$ cat config.mk
export PLATFORM = sky130hd
export DESIGN_NAME = mbg_modem_glue
export DESIGN_NICKNAME = d
export VERILOG_FILES = /design/src/design/mbg_pkg.sv /design/src/design/mbg_stream_if.sv /design/src/design/mbg_modem_glue.sv /design/src/design/mbg_pair_buf.sv
export SDC_FILE = /design/constraint.sdc
export NUM_CORES = 1
export LEC_CHECK = 0
export BUFFER_PORTS_ARGS = -buffer_cell sky130_fd_sc_hd__buf_2
export CORE_MARGIN = 3
export CORE_UTILIZATION = 60
export CTS_CLUSTER_DIAMETER = 40
export DETAILED_ROUTE_END_ITERATION = 8
export PLACE_DENSITY = 0.9
export SLEW_MARGIN = 0
export SYNTH_ARGS = -nofsm -noshare
export SYNTH_HDL_FRONTEND = slang
export SYNTH_SLANG_ARGS = --single-unit
$ cat constraint.sdc
create_clock -name core_clk -period 4.77 [get_ports core_clk]
set_input_delay 0.477 -clock core_clk [delete_from_list [all_inputs] [get_ports core_clk]]
set_output_delay 0.477 -clock core_clk [all_outputs]
set_load 0.005 [all_outputs]
$ cat src/design/mbg_pkg.sv
// constants shared by the modem board glue and its tx buffer
// assumes one 10 MHz core clock that also stands for the host output clock
`default_nettype none
package mbg_pkg;
  // core clock and serial timing
  localparam int unsigned CORE_CLK_HZ = 10_000_000;
  localparam int unsigned MODEM_BAUD = 9600;
  // longest whole bit period, rounded down
  localparam int unsigned BIT_CYCLES = CORE_CLK_HZ / MODEM_BAUD;
  localparam int unsigned HALF_BIT_CYCLES = BIT_CYCLES / 2;
  localparam int unsigned BIT_CNT_W = 11;
  localparam logic [10:0] BIT_RELOAD = 11'(BIT_CYCLES - 1);
  localparam logic [10:0] BIT_HALF = 11'(HALF_BIT_CYCLES);
  // local cpu clock: host output clock divided by two
  localparam int unsigned LOCAL_CLK_DIV = 2;
  // local address map, region = address bits 15..13
  localparam logic [2:0] REGION_DPR = 3'h0;
  localparam logic [2:0] REGION_MODEM0 = 3'h1;
  localparam int unsigned MODEM_COUNT = 3;
  // mailbox words inside the 8k dual-port ram
  localparam int unsigned DPR_ADDR_W = 13;
  localparam logic [12:0] MBX_TO_LOCAL = 13'h1fff;
  localparam logic [12:0] MBX_TO_HOST = 13'h1ffe;
  // modem engine register offsets, address bits 1..0
  localparam logic [1:0] MDM_DATA_OFS = 2'h0;
  localparam logic [1:0] MDM_STAT_OFS = 2'h1;
  // status field positions
  localparam int unsigned STAT_RX_FULL = 0;
  localparam int unsigned STAT_TX_ROOM = 1;
  localparam int unsigned STAT_WORD_SYNC = 2;
  localparam int unsigned STAT_OVERRUN = 3;
  // tx buffer
  localparam int unsigned TXBUF_WIDTH = 8;
endpackage
`default_nettype wire

$ cat src/design/mbg_stream_if.sv
// valid/ready byte stream between the glue and its tx buffer
// assumes both ends share one clock
`default_nettype none
interface mbg_stream_if #(parameter int unsigned WIDTH = 8);
  logic valid;
  logic ready;
  logic [WIDTH-1:0] data;
  modport src (output valid, output data, input ready);
  modport snk (input valid, input data, output ready);
endinterface
`default_nettype wire

$ cat src/design/mbg_modem_glue.sv
// modem board glue: local bus decode, level shifter direction, mailbox
// interrupts, code load control, local clock divider and one modem engine
// assumes all inputs synchronous to core_clk and a local bus slower than it
//
// What this block does
// - each modem is reached by muxed 8-bit bus, select, strobes, latch, interrupt
// - transmit bytes become a continuous 9600-baud synchronous serial stream
// - receiver interrupts the local cpu per complete assembled byte
// - receiver finds bit sync and word sync before delivering bytes
// - shifter outputs always enabled; lower section always points to modems
// - upper section points to modems, reversed only during a modem read
// - host port is 8-bit with separate dual-port ram and code selects
// - local cpu clock is the host output clock divided by two
// - host write to 1fff interrupts local cpu; local read clears it
// - local write to 1ffe interrupts the host
// - hold low keeps local cpu in reset and opens host code access
`default_nettype none
module mbg_modem_glue #(
  parameter logic [7:0] SYNC_WORD = 8'h7e,
  parameter int unsigned MODEM_SLOT = 0
) (
  input wire logic core_clk,
  input wire logic reset_n,
  input wire logic clk_en,
  // local cpu multiplexed bus
  input wire logic local_ale,
  input wire logic local_rd_n,
  input wire logic local_wr_n,
  input wire logic [7:0] local_addr_hi,
  input wire logic [7:0] local_ad_in,
  output logic [7:0] local_ad_out,
  output logic local_ad_oe_n,
  output logic local_cpu_clk,
  output logic local_cpu_reset_n,
  output logic local_cpu_mailbox_irq_n,
  // chip selects toward memories and modems
  output logic dpr_local_cs_n,
  output logic data_ram_cs_n,
  output logic [2:0] modem_cs_n,
  output logic modem_irq_n,
  // level shifter control
  output logic lower_section_direction,
  output logic upper_section_direction,
  output logic shifter_oe_n,
  // host port
  input wire logic host_dpr_sel_n,
  input wire logic host_code_sel_n,
  input wire logic host_wr_n,
  input wire logic [12:0] host_addr,
  input wire logic local_cpu_hold_n,
  output logic host_mailbox_irq_n,
  output logic code_ram_cs_n,
  output logic code_xcvr_en_n,
  // serial link of the modem engine
  input wire logic rx_serial,
  output logic tx_serial,
  output logic tx_bit_clk
);
  if (MODEM_SLOT >= mbg_pkg::MODEM_COUNT) begin : g_chk
    $error("mbg_modem_glue: MODEM_SLOT must name one of the three modems");
  end

  typedef struct packed {
    logic lclk;
    logic hold_n;
    logic code_en_n;
    logic code_cs_n;
    logic [7:0] addr_lo;
    logic rd_q;
    logic wr_q;
    logic hwr_q;
    logic mbx_local;
    logic mbx_host;
    logic dir_up;
    logic [7:0] ad_out;
    logic ad_oe_n;
    logic dpr_cs_n;
    logic data_cs_n;
    logic [2:0] mdm_cs_n;
    logic mdm_irq_n;
    logic [10:0] tx_cnt;
    logic [2:0] tx_bit;
    logic [7:0] tx_shift;
    logic tx_line;
    logic tx_clk;
    logic rx_q;
    logic [10:0] rx_cnt;
    logic [7:0] rx_shift;
    logic rx_sync;
    logic [2:0] rx_bits;
    logic [7:0] rx_byte;
    logic rx_full;
    logic rx_overrun;
  } mbg_glue_s;

  mbg_glue_s state_reg;
  mbg_glue_s state_next;

  mbg_stream_if #(.WIDTH(mbg_pkg::TXBUF_WIDTH)) tx_in ();
  mbg_stream_if #(.WIDTH(mbg_pkg::TXBUF_WIDTH)) tx_out ();

  // region of a local address, shared by the dual-port ram and modem chip-select decodes
  function automatic logic region_is(input logic [7:0] hi, input logic [2:0] region);
    return (hi[7:5] == region);
  endfunction

  //////////////////////////////////////////////////////////////////////////////
  // tx buffer: a slow consumer holds bytes, the interrupt then stays quiet
  mbg_pair_buf #(.WIDTH(mbg_pkg::TXBUF_WIDTH)) u_txbuf (
    .core_clk(core_clk),
    .reset_n(reset_n),
    .clk_en(clk_en),
    .fill(tx_in.snk),
    .drain(tx_out.src)
  );

  logic rd_act;
  logic wr_act;
  logic rd_start;
  logic wr_start;
  logic [15:0] laddr;
  logic own_sel;
  logic any_modem;
  logic host_wr_start;
  logic tx_tick;
  logic rx_tick;
  logic [7:0] rx_shift_new;

  // strobe edges so a long strobe acts only once
  assign rd_act = !local_rd_n;
  assign wr_act = !local_wr_n;
  assign rd_start = rd_act && !state_reg.rd_q;
  assign wr_start = wr_act && !state_reg.wr_q;
  assign laddr = {local_addr_hi, state_reg.addr_lo};
  assign own_sel = region_is(local_addr_hi, mbg_pkg::REGION_MODEM0 + 3'(MODEM_SLOT));
  assign any_modem = !local_addr_hi[7] && (local_addr_hi[6:5] != 2'h0);
  assign host_wr_start = !host_dpr_sel_n && !host_wr_n && !state_reg.hwr_q;
  assign tx_tick = (state_reg.tx_cnt == '0);
  assign rx_tick = (state_reg.rx_cnt == '0) && (state_reg.rx_q == rx_serial);
  assign rx_shift_new = {state_reg.rx_shift[6:0], rx_serial};

  // byte pushed on the data write; refused when full, hence irq first
  assign tx_in.valid = wr_start && own_sel && (laddr[1:0] == mbg_pkg::MDM_DATA_OFS);
  assign tx_in.data = local_ad_in;
  assign tx_out.ready = tx_tick && (state_reg.tx_bit == 3'h7);

  always_comb begin
    state_next = state_reg;
    state_next.lclk = !state_reg.lclk;
    state_next.hold_n = local_cpu_hold_n;
    state_next.code_en_n = local_cpu_hold_n;
    // host code access only passes while the local cpu is held
    state_next.code_cs_n = host_code_sel_n || local_cpu_hold_n;
    state_next.rd_q = rd_act;
    state_next.wr_q = wr_act;
    state_next.hwr_q = !host_dpr_sel_n && !host_wr_n;
    if (local_ale) state_next.addr_lo = local_ad_in;

    // chip selects follow the strobes
    state_next.dpr_cs_n = !((rd_act || wr_act) && region_is(local_addr_hi, mbg_pkg::REGION_DPR));
    state_next.data_cs_n = !((rd_act || wr_act) && local_addr_hi[7]);
    for (int i = 0; i < int'(mbg_pkg::MODEM_COUNT); i++) begin
      state_next.mdm_cs_n[i] = !((rd_act || wr_act) &&
        region_is(local_addr_hi, mbg_pkg::REGION_MODEM0 + 3'(i)));
    end

    // upper section turns only for a modem read; high again once rd ends,
    // one core cycle, well inside the local bus gap before any write
    state_next.dir_up = !(rd_act && any_modem);

    // mailbox to local cpu: set wins over a simultaneous clear
    if (rd_start && region_is(local_addr_hi, mbg_pkg::REGION_DPR) &&
        laddr[12:0] == mbg_pkg::MBX_TO_LOCAL) begin
      state_next.mbx_local = 1'b0;
    end
    if (host_wr_start && host_addr == mbg_pkg::MBX_TO_LOCAL) begin
      state_next.mbx_local = 1'b1;
    end
    // mailbox to host: host read of its word clears, local write sets
    if (!host_dpr_sel_n && host_wr_n && host_addr == mbg_pkg::MBX_TO_HOST) begin
      state_next.mbx_host = 1'b0;
    end
    if (wr_start && region_is(local_addr_hi, mbg_pkg::REGION_DPR) &&
        laddr[12:0] == mbg_pkg::MBX_TO_HOST) begin
      state_next.mbx_host = 1'b1;
    end

    // read data of the own modem engine, driven only during its read
    state_next.ad_oe_n = !(rd_act && own_sel);
    if (rd_act && own_sel) begin
      if (laddr[1:0] == mbg_pkg::MDM_DATA_OFS) begin
        state_next.ad_out = state_reg.rx_byte;
      end else if (laddr[1:0] == mbg_pkg::MDM_STAT_OFS) begin
        state_next.ad_out = '0;
        state_next.ad_out[mbg_pkg::STAT_RX_FULL] = state_reg.rx_full;
        state_next.ad_out[mbg_pkg::STAT_TX_ROOM] = tx_in.ready;
        state_next.ad_out[mbg_pkg::STAT_WORD_SYNC] = state_reg.rx_sync;
        state_next.ad_out[mbg_pkg::STAT_OVERRUN] = state_reg.rx_overrun;
      end else begin
        state_next.ad_out = '0;
      end
    end
    // reading data or status acknowledges; a new byte still wins
    if (rd_start && own_sel && laddr[1:0] == mbg_pkg::MDM_DATA_OFS) begin
      state_next.rx_full = 1'b0;
    end
    if (rd_start && own_sel && laddr[1:0] == mbg_pkg::MDM_STAT_OFS) begin
      state_next.rx_overrun = 1'b0;
    end

    // transmitter: never idles, fills gaps with the sync word
    if (tx_tick) begin
      state_next.tx_cnt = mbg_pkg::BIT_RELOAD;
      state_next.tx_line = state_reg.tx_shift[7];
      state_next.tx_bit = state_reg.tx_bit + 3'h1;
      if (state_reg.tx_bit == 3'h7) begin
        state_next.tx_shift = tx_out.valid ? tx_out.data : SYNC_WORD;
      end else begin
        state_next.tx_shift = {state_reg.tx_shift[6:0], 1'b0};
      end
    end else begin
      state_next.tx_cnt = state_reg.tx_cnt - 11'h1;
    end
    // bit clock low for the first half, rises mid-bit for the far sampler
    state_next.tx_clk = (state_next.tx_cnt < mbg_pkg::BIT_HALF);

    // receiver bit sync: each line edge re-centres the sample point
    state_next.rx_q = rx_serial;
    if (state_reg.rx_q != rx_serial) begin
      state_next.rx_cnt = mbg_pkg::BIT_HALF;
    end else if (state_reg.rx_cnt == '0) begin
      state_next.rx_cnt = mbg_pkg::BIT_RELOAD;
    end else begin
      state_next.rx_cnt = state_reg.rx_cnt - 11'h1;
    end
    // word sync by hunting the sync word, then byte framing
    if (rx_tick) begin
      state_next.rx_shift = rx_shift_new;
      if (!state_reg.rx_sync) begin
        if (rx_shift_new == SYNC_WORD) begin
          state_next.rx_sync = 1'b1;
          state_next.rx_bits = 3'h0;
        end
      end else begin
        state_next.rx_bits = state_reg.rx_bits + 3'h1;
        if (state_reg.rx_bits == 3'h7) begin
          state_next.rx_byte = rx_shift_new;
          state_next.rx_full = 1'b1;
          if (state_reg.rx_full) state_next.rx_overrun = 1'b1;
        end
      end
    end

    // one interrupt: byte waiting or room for a tx byte
    state_next.mdm_irq_n = !(state_next.rx_full || tx_in.ready);
  end

  always_ff @(posedge core_clk) begin
    if (!reset_n) begin
      state_reg <= '0;
      state_reg.hold_n <= 1'b0;
      state_reg.code_en_n <= 1'b1;
      state_reg.code_cs_n <= 1'b1;
      state_reg.dir_up <= 1'b1;
      state_reg.ad_oe_n <= 1'b1;
      state_reg.dpr_cs_n <= 1'b1;
      state_reg.data_cs_n <= 1'b1;
      state_reg.mdm_cs_n <= 3'h7;
      state_reg.mdm_irq_n <= 1'b1;
      state_reg.tx_line <= 1'b1;
      state_reg.rx_cnt <= mbg_pkg::BIT_RELOAD;
      state_reg.tx_cnt <= mbg_pkg::BIT_RELOAD;
      state_reg.tx_bit <= 3'h7;
    end else if (clk_en) begin
      state_reg <= state_next;
    end
  end

  //////////////////////////////////////////////////////////////////////////////
  // outputs straight from the state flops
  assign local_ad_out = state_reg.ad_out;
  assign local_ad_oe_n = state_reg.ad_oe_n;
  assign local_cpu_clk = state_reg.lclk;
  assign local_cpu_reset_n = state_reg.hold_n;
  assign local_cpu_mailbox_irq_n = !state_reg.mbx_local;
  assign dpr_local_cs_n = state_reg.dpr_cs_n;
  assign data_ram_cs_n = state_reg.data_cs_n;
  assign modem_cs_n = state_reg.mdm_cs_n;
  assign modem_irq_n = state_reg.mdm_irq_n;
  // constant levels leave reset-free flops out; lower direction and shifter enable never change
  assign lower_section_direction = 1'b1;
  assign shifter_oe_n = 1'b0;
  assign upper_section_direction = state_reg.dir_up;
  assign host_mailbox_irq_n = !state_reg.mbx_host;
  assign code_ram_cs_n = state_reg.code_cs_n;
  assign code_xcvr_en_n = state_reg.code_en_n;
  assign tx_serial = state_reg.tx_line;
  assign tx_bit_clk = state_reg.tx_clk;
endmodule // mbg_modem_glue
`default_nettype wire

$ cat src/design/mbg_pair_buf.sv
// two-entry buffer with valid and ready on both sides
// assumes synchronous active-low reset and a shared clock enable
`default_nettype none
module mbg_pair_buf #(
  parameter int unsigned WIDTH = 8
) (
  input wire logic core_clk,
  input wire logic reset_n,
  input wire logic clk_en,
  mbg_stream_if.snk fill,
  mbg_stream_if.src drain
);
  if (WIDTH < 1) begin : g_chk
    $error("mbg_pair_buf: WIDTH must be at least 1");
  end

  typedef struct packed {
    logic [WIDTH-1:0] head;
    logic [WIDTH-1:0] tail;
    logic [1:0] count;
  } mbg_buf_s;

  mbg_buf_s state_reg;
  mbg_buf_s state_next;
  logic push;
  logic pop;

  //////////////////////////////////////////////////////////////////////////////
  // honest flags: full refuses, empty shows no valid
  assign fill.ready = (state_reg.count != 2'h2);
  assign drain.valid = (state_reg.count != 2'h0);
  assign drain.data = state_reg.head;
  assign push = fill.valid && fill.ready;
  assign pop = drain.valid && drain.ready;

  // head always holds the oldest word
  always_comb begin
    state_next = state_reg;
    unique case ({push, pop})
      2'b10: begin
        if (state_reg.count == 2'h0) state_next.head = fill.data;
        else state_next.tail = fill.data;
        state_next.count = state_reg.count + 2'h1;
      end
      2'b01: begin
        state_next.head = state_reg.tail;
        state_next.count = state_reg.count - 2'h1;
      end
      2'b11: begin
        // count stays; a lone word is replaced, a pair shifts
        if (state_reg.count == 2'h1) begin
          state_next.head = fill.data;
        end else begin
          state_next.head = state_reg.tail;
          state_next.tail = fill.data;
        end
      end
      2'b00: ;
    endcase
  end

  always_ff @(posedge core_clk) begin
    if (!reset_n) state_reg <= '0;
    else if (clk_en) state_reg <= state_next;
  end
endmodule // mbg_pair_buf
`default_nettype wire

==> reports/qor.txt <==
Number of maximum-capacitance violations = 0
Via count of the first global-routing pass = 4214
Warnings, synthesis = 0
Critical Path Start = state_reg[47]$_SDFFE_PN0P_
DRC violation count after routing = 0
Layout cells sized above 1 = 0.153
Async S/R FF share, synth = 0
Max-Slew Margin vs Limit = 0.283
Total instance count after detailed placement = 736
HP Start = host_addr[0]
Clock latency reported for the late side of the worst-skew pair = 0.36 ns
Placement Rows = 33
Beginning of the worst register-to-register path = state_reg[47]$_SDFFE_PN0P_
Worst-case hold slack = 0.373 ns
DP Wirelength = 8.05 mm
Detailed Route Iter0 Violations = 332
Number of iterations in the first detailed-routing pass = 5
Final routed wire length divided by cell count = 15.6 um
Final cell count without fillers = 753
Count of vias placed by the detailed router = 4505
Number of buffers and inverters on the critical path = 1
Cell breakdown of the critical path = inv_1, ha_1, nor2b_1, and4_1, nand2_1, ha_1, o2111ai_2, mux2i_1, nor2_1
Req. time, crit path = 4.99 ns
Distinct cell type count of the synthesized netlist = 66
# resized after CTS = 0
Data arrival at the endpoint of the critical path = 3.29 ns
Worst hold path type = input pin to flop
Post-layout total power = 1.74 mW
Core Area = 8260 um2
Layout filler cell count = 670
Post-Syn Area = 5110 um2
Die H = 98.3 um
Slowest Stage Delay on Critical Path = 0.52 ns
Slowest cell on the critical path = nor2b_1
All-layer global routing usage = 0.244
Flip-flop count of the largest register after layout = 53
Min cycle time layout = 3.07 ns
Syn_nets = 666
Number of instances in the synthesized netlist = 613
Post-CTS setup buffer count = 0
Top achievable clock speed = 326 MHz
Clock tree from TritonCTS = yes
Initial Util = 0.619
Final Hold Violating Endpoints = 0
I/O pins = 66
Cell area power density = 315 nW/um2
Cell repeated most along the worst path = ha_1
Share of the clock period used by the worst path = 0.644
Worst setup path class = flop to flop
Status = complete, no violations
Crit path max fanout = 8
Endpoint class of the critical path = flop
Pin count of the biggest net entering global routing = 64
Sum of negative setup slack = 0 ns
Global-route congestion overflow total = 0
Number of nets in the layout = 695
Seq/Total Area, Yosys = 0.423
Area of all placed cells without fillers = 5500 um2
Category of cells accounting for the largest share of critical-path delay = simple AND/OR/NAND/NOR gates
Die outline width = 98.3 um
Clock root buffer master = clkbuf_8
Final antenna-violating net count = 0
Final estimated routing congestion in global placement = 0.928
Placed standard-cell area = 5300 um2
Port Buf Inserts = 63
First-pass GRT wire length = 19.7 mm
Number of antenna violations at the first check in global routing = 1
Total clock sinks = 108
Number of H-tree branching levels = 3
Count of final max-slew check failures = 0
Die area = 9660 um2
Most used DFF post-synth = dfxtp_1
Wire length reported by the detailed router = 11.8 mm
Startpoint class of the critical path = flop
# hold bufs at CTS = 0
Reg-to-reg slack, setup = 1.70 ns
Post-synth EDFFs = 0
Slew at the pin closest to its max-slew limit = 1.07 ns
Final setup violation count = 0
Count of state elements after synthesis = 108
Setup repair after global routing missed its margin = false
Area added between synthesis and finish = 7.71%
Leakage component of the power = 2.14 nW
Clock slew seen by the registers of the worst setup and hold paths = 0.10 ns
Worst-case clock buffer depth = 2
Number of vias per cell = 5.98
Worst VDD drop = 168 uV
Maximum clock skew at final layout = 0.00754 ns
Number of CTS-inserted buffers = 9
Synthesized area divided by synthesized cell count = 8.33 um2
==> per-layer routing <==
layer / up-vias / track usage / part of all wire
li1: 2175 / - / -
met1: 2147 / 0.309 / 0.42
met2: 160 / 0.423 / 0.49
met3: 23 / 0.0379 / 0.063
met4: 0 / 0.0840 / 0.020
met5: - / 0 / 0
==> placed cells by master, fill, tap and decap left out, drive strengths merged, types with 14 or more instances in the layout <==
master,netlist,layout
mux2i,22,22
inv,17,18
nand2,96,96
buf,27,64
nor2,74,74
o21ai,28,28
a21oi,49,49
nand3,32,32
nand4,14,14
nor3,16,16
dfxtp,108,108
==> logic make-up (layout without fill, tap and decap cells) <==
| logic type | count (synthesis) | in the layout | share of synthesized area |
|---|---|---|---|
| muxes | 22 | 22 | 0.0431 |
| xor gates and xnor gates | 13 | 13 | 0.0238 |
| and+or+nand+nor | 266 | 266 | 0.260 |
| AOI/OAI and AO/OA | 126 | 126 | 0.152 |
| DFF | 108 | 108 | 0.423 |
| buffers and inverters | 63 | 97 | 0.0642 |
| other | 2 | 3 | 0.00147 |
| adders and majority gates | 13 | 13 | 0.0318 |
==> where the power goes <==
| part | total [mW] | internal, mW | switching (mW) |
|---|---|---|---|
| logic | 0.202 | 0.0799 | 0.122 |
| registers | 0.963 | 0.929 | 0.0344 |
| clock network | 0.570 | 0.260 | 0.310 |
==> cell type report <==
cell class | count | area [um2] | share of cell area
Clock buffer | 11 | 141 | 0.0257
Sequential cell | 108 | 2160 | 0.393
Timing Repair Buffer | 64 | 323 | 0.0587
Inverter | 17 | 63.8 | 0.0116
Multi-Input combinational cell | 442 | 2620 | 0.476
Clock inverter | 5 | 60.1 | 0.0109
Antenna cell | 1 | 2.50 | 0.000455
Tap cell | 105 | 131 | 0.0239
==> final timing paths <==
check | end | cells past startpoint
hold reg to reg | state_reg[40]$_SDFFE_PN0P_ | 2
setup / recovery | u_txbuf.state_reg[8]$_SDFFE_PN0P_ | 9
hold / removal | state_reg[75]$_SDFFE_PN0P_ | 3
setup reg to reg | u_txbuf.state_reg[8]$_SDFFE_PN0P_ | 9
==> metrics by stage <==
step	setup slack [ns]	utilization
6_report	1.70	0.666
4_1_cts	1.73	0.666
5_1_grt	1.43	0.666
3_3_place_gp	1.92	0.642
2_1_floorplan	2.22	-
3_5_place_dp	1.76	0.642
==> cell usage after synthesis (2+ instances only) <==
cell,n,share of area
nor3_2,2,0.0039
nand3_2,3,0.0059
a21oi_1,48,0.047
a31oi_1,11,0.013
buf_2,7,0.0069
nor3b_1,2,0.0029
clkbuf_1,19,0.014
nor3_4,2,0.0064
o22ai_1,7,0.0086
inv_1,16,0.012
conb_1,2,0.0015
nand2b_1,4,0.0049
xnor2_1,6,0.010
buf_4,16,0.024
nor2b_1,5,0.0061
o31ai_1,2,0.0029
or3_1,4,0.0049
o211ai_1,8,0.012
mux2i_1,22,0.043
o21ai_1,2,0.0020
nand4_1,12,0.015
a211oi_1,6,0.0088
nand4_4,2,0.0083
nor2_1,74,0.054
nand4b_1,2,0.0034
o21ai_2,2,0.0034
nand2_1,96,0.071
o21a_1,2,0.0029
nand3_1,29,0.028
dfxtp_1,108,0.42
nor4_1,4,0.0049
o21ai_0,24,0.024
ha_1,13,0.032
nor3_1,12,0.012
xor2_1,6,0.010
buf_6,3,0.0066
==> tightest hold or removal path: stages <==
cell and delay [ns]:
buf_2 0.09, a31oi_1 0.07, nor2_1 0.07
Note: power is estimated with default switching activity, not from simulation.
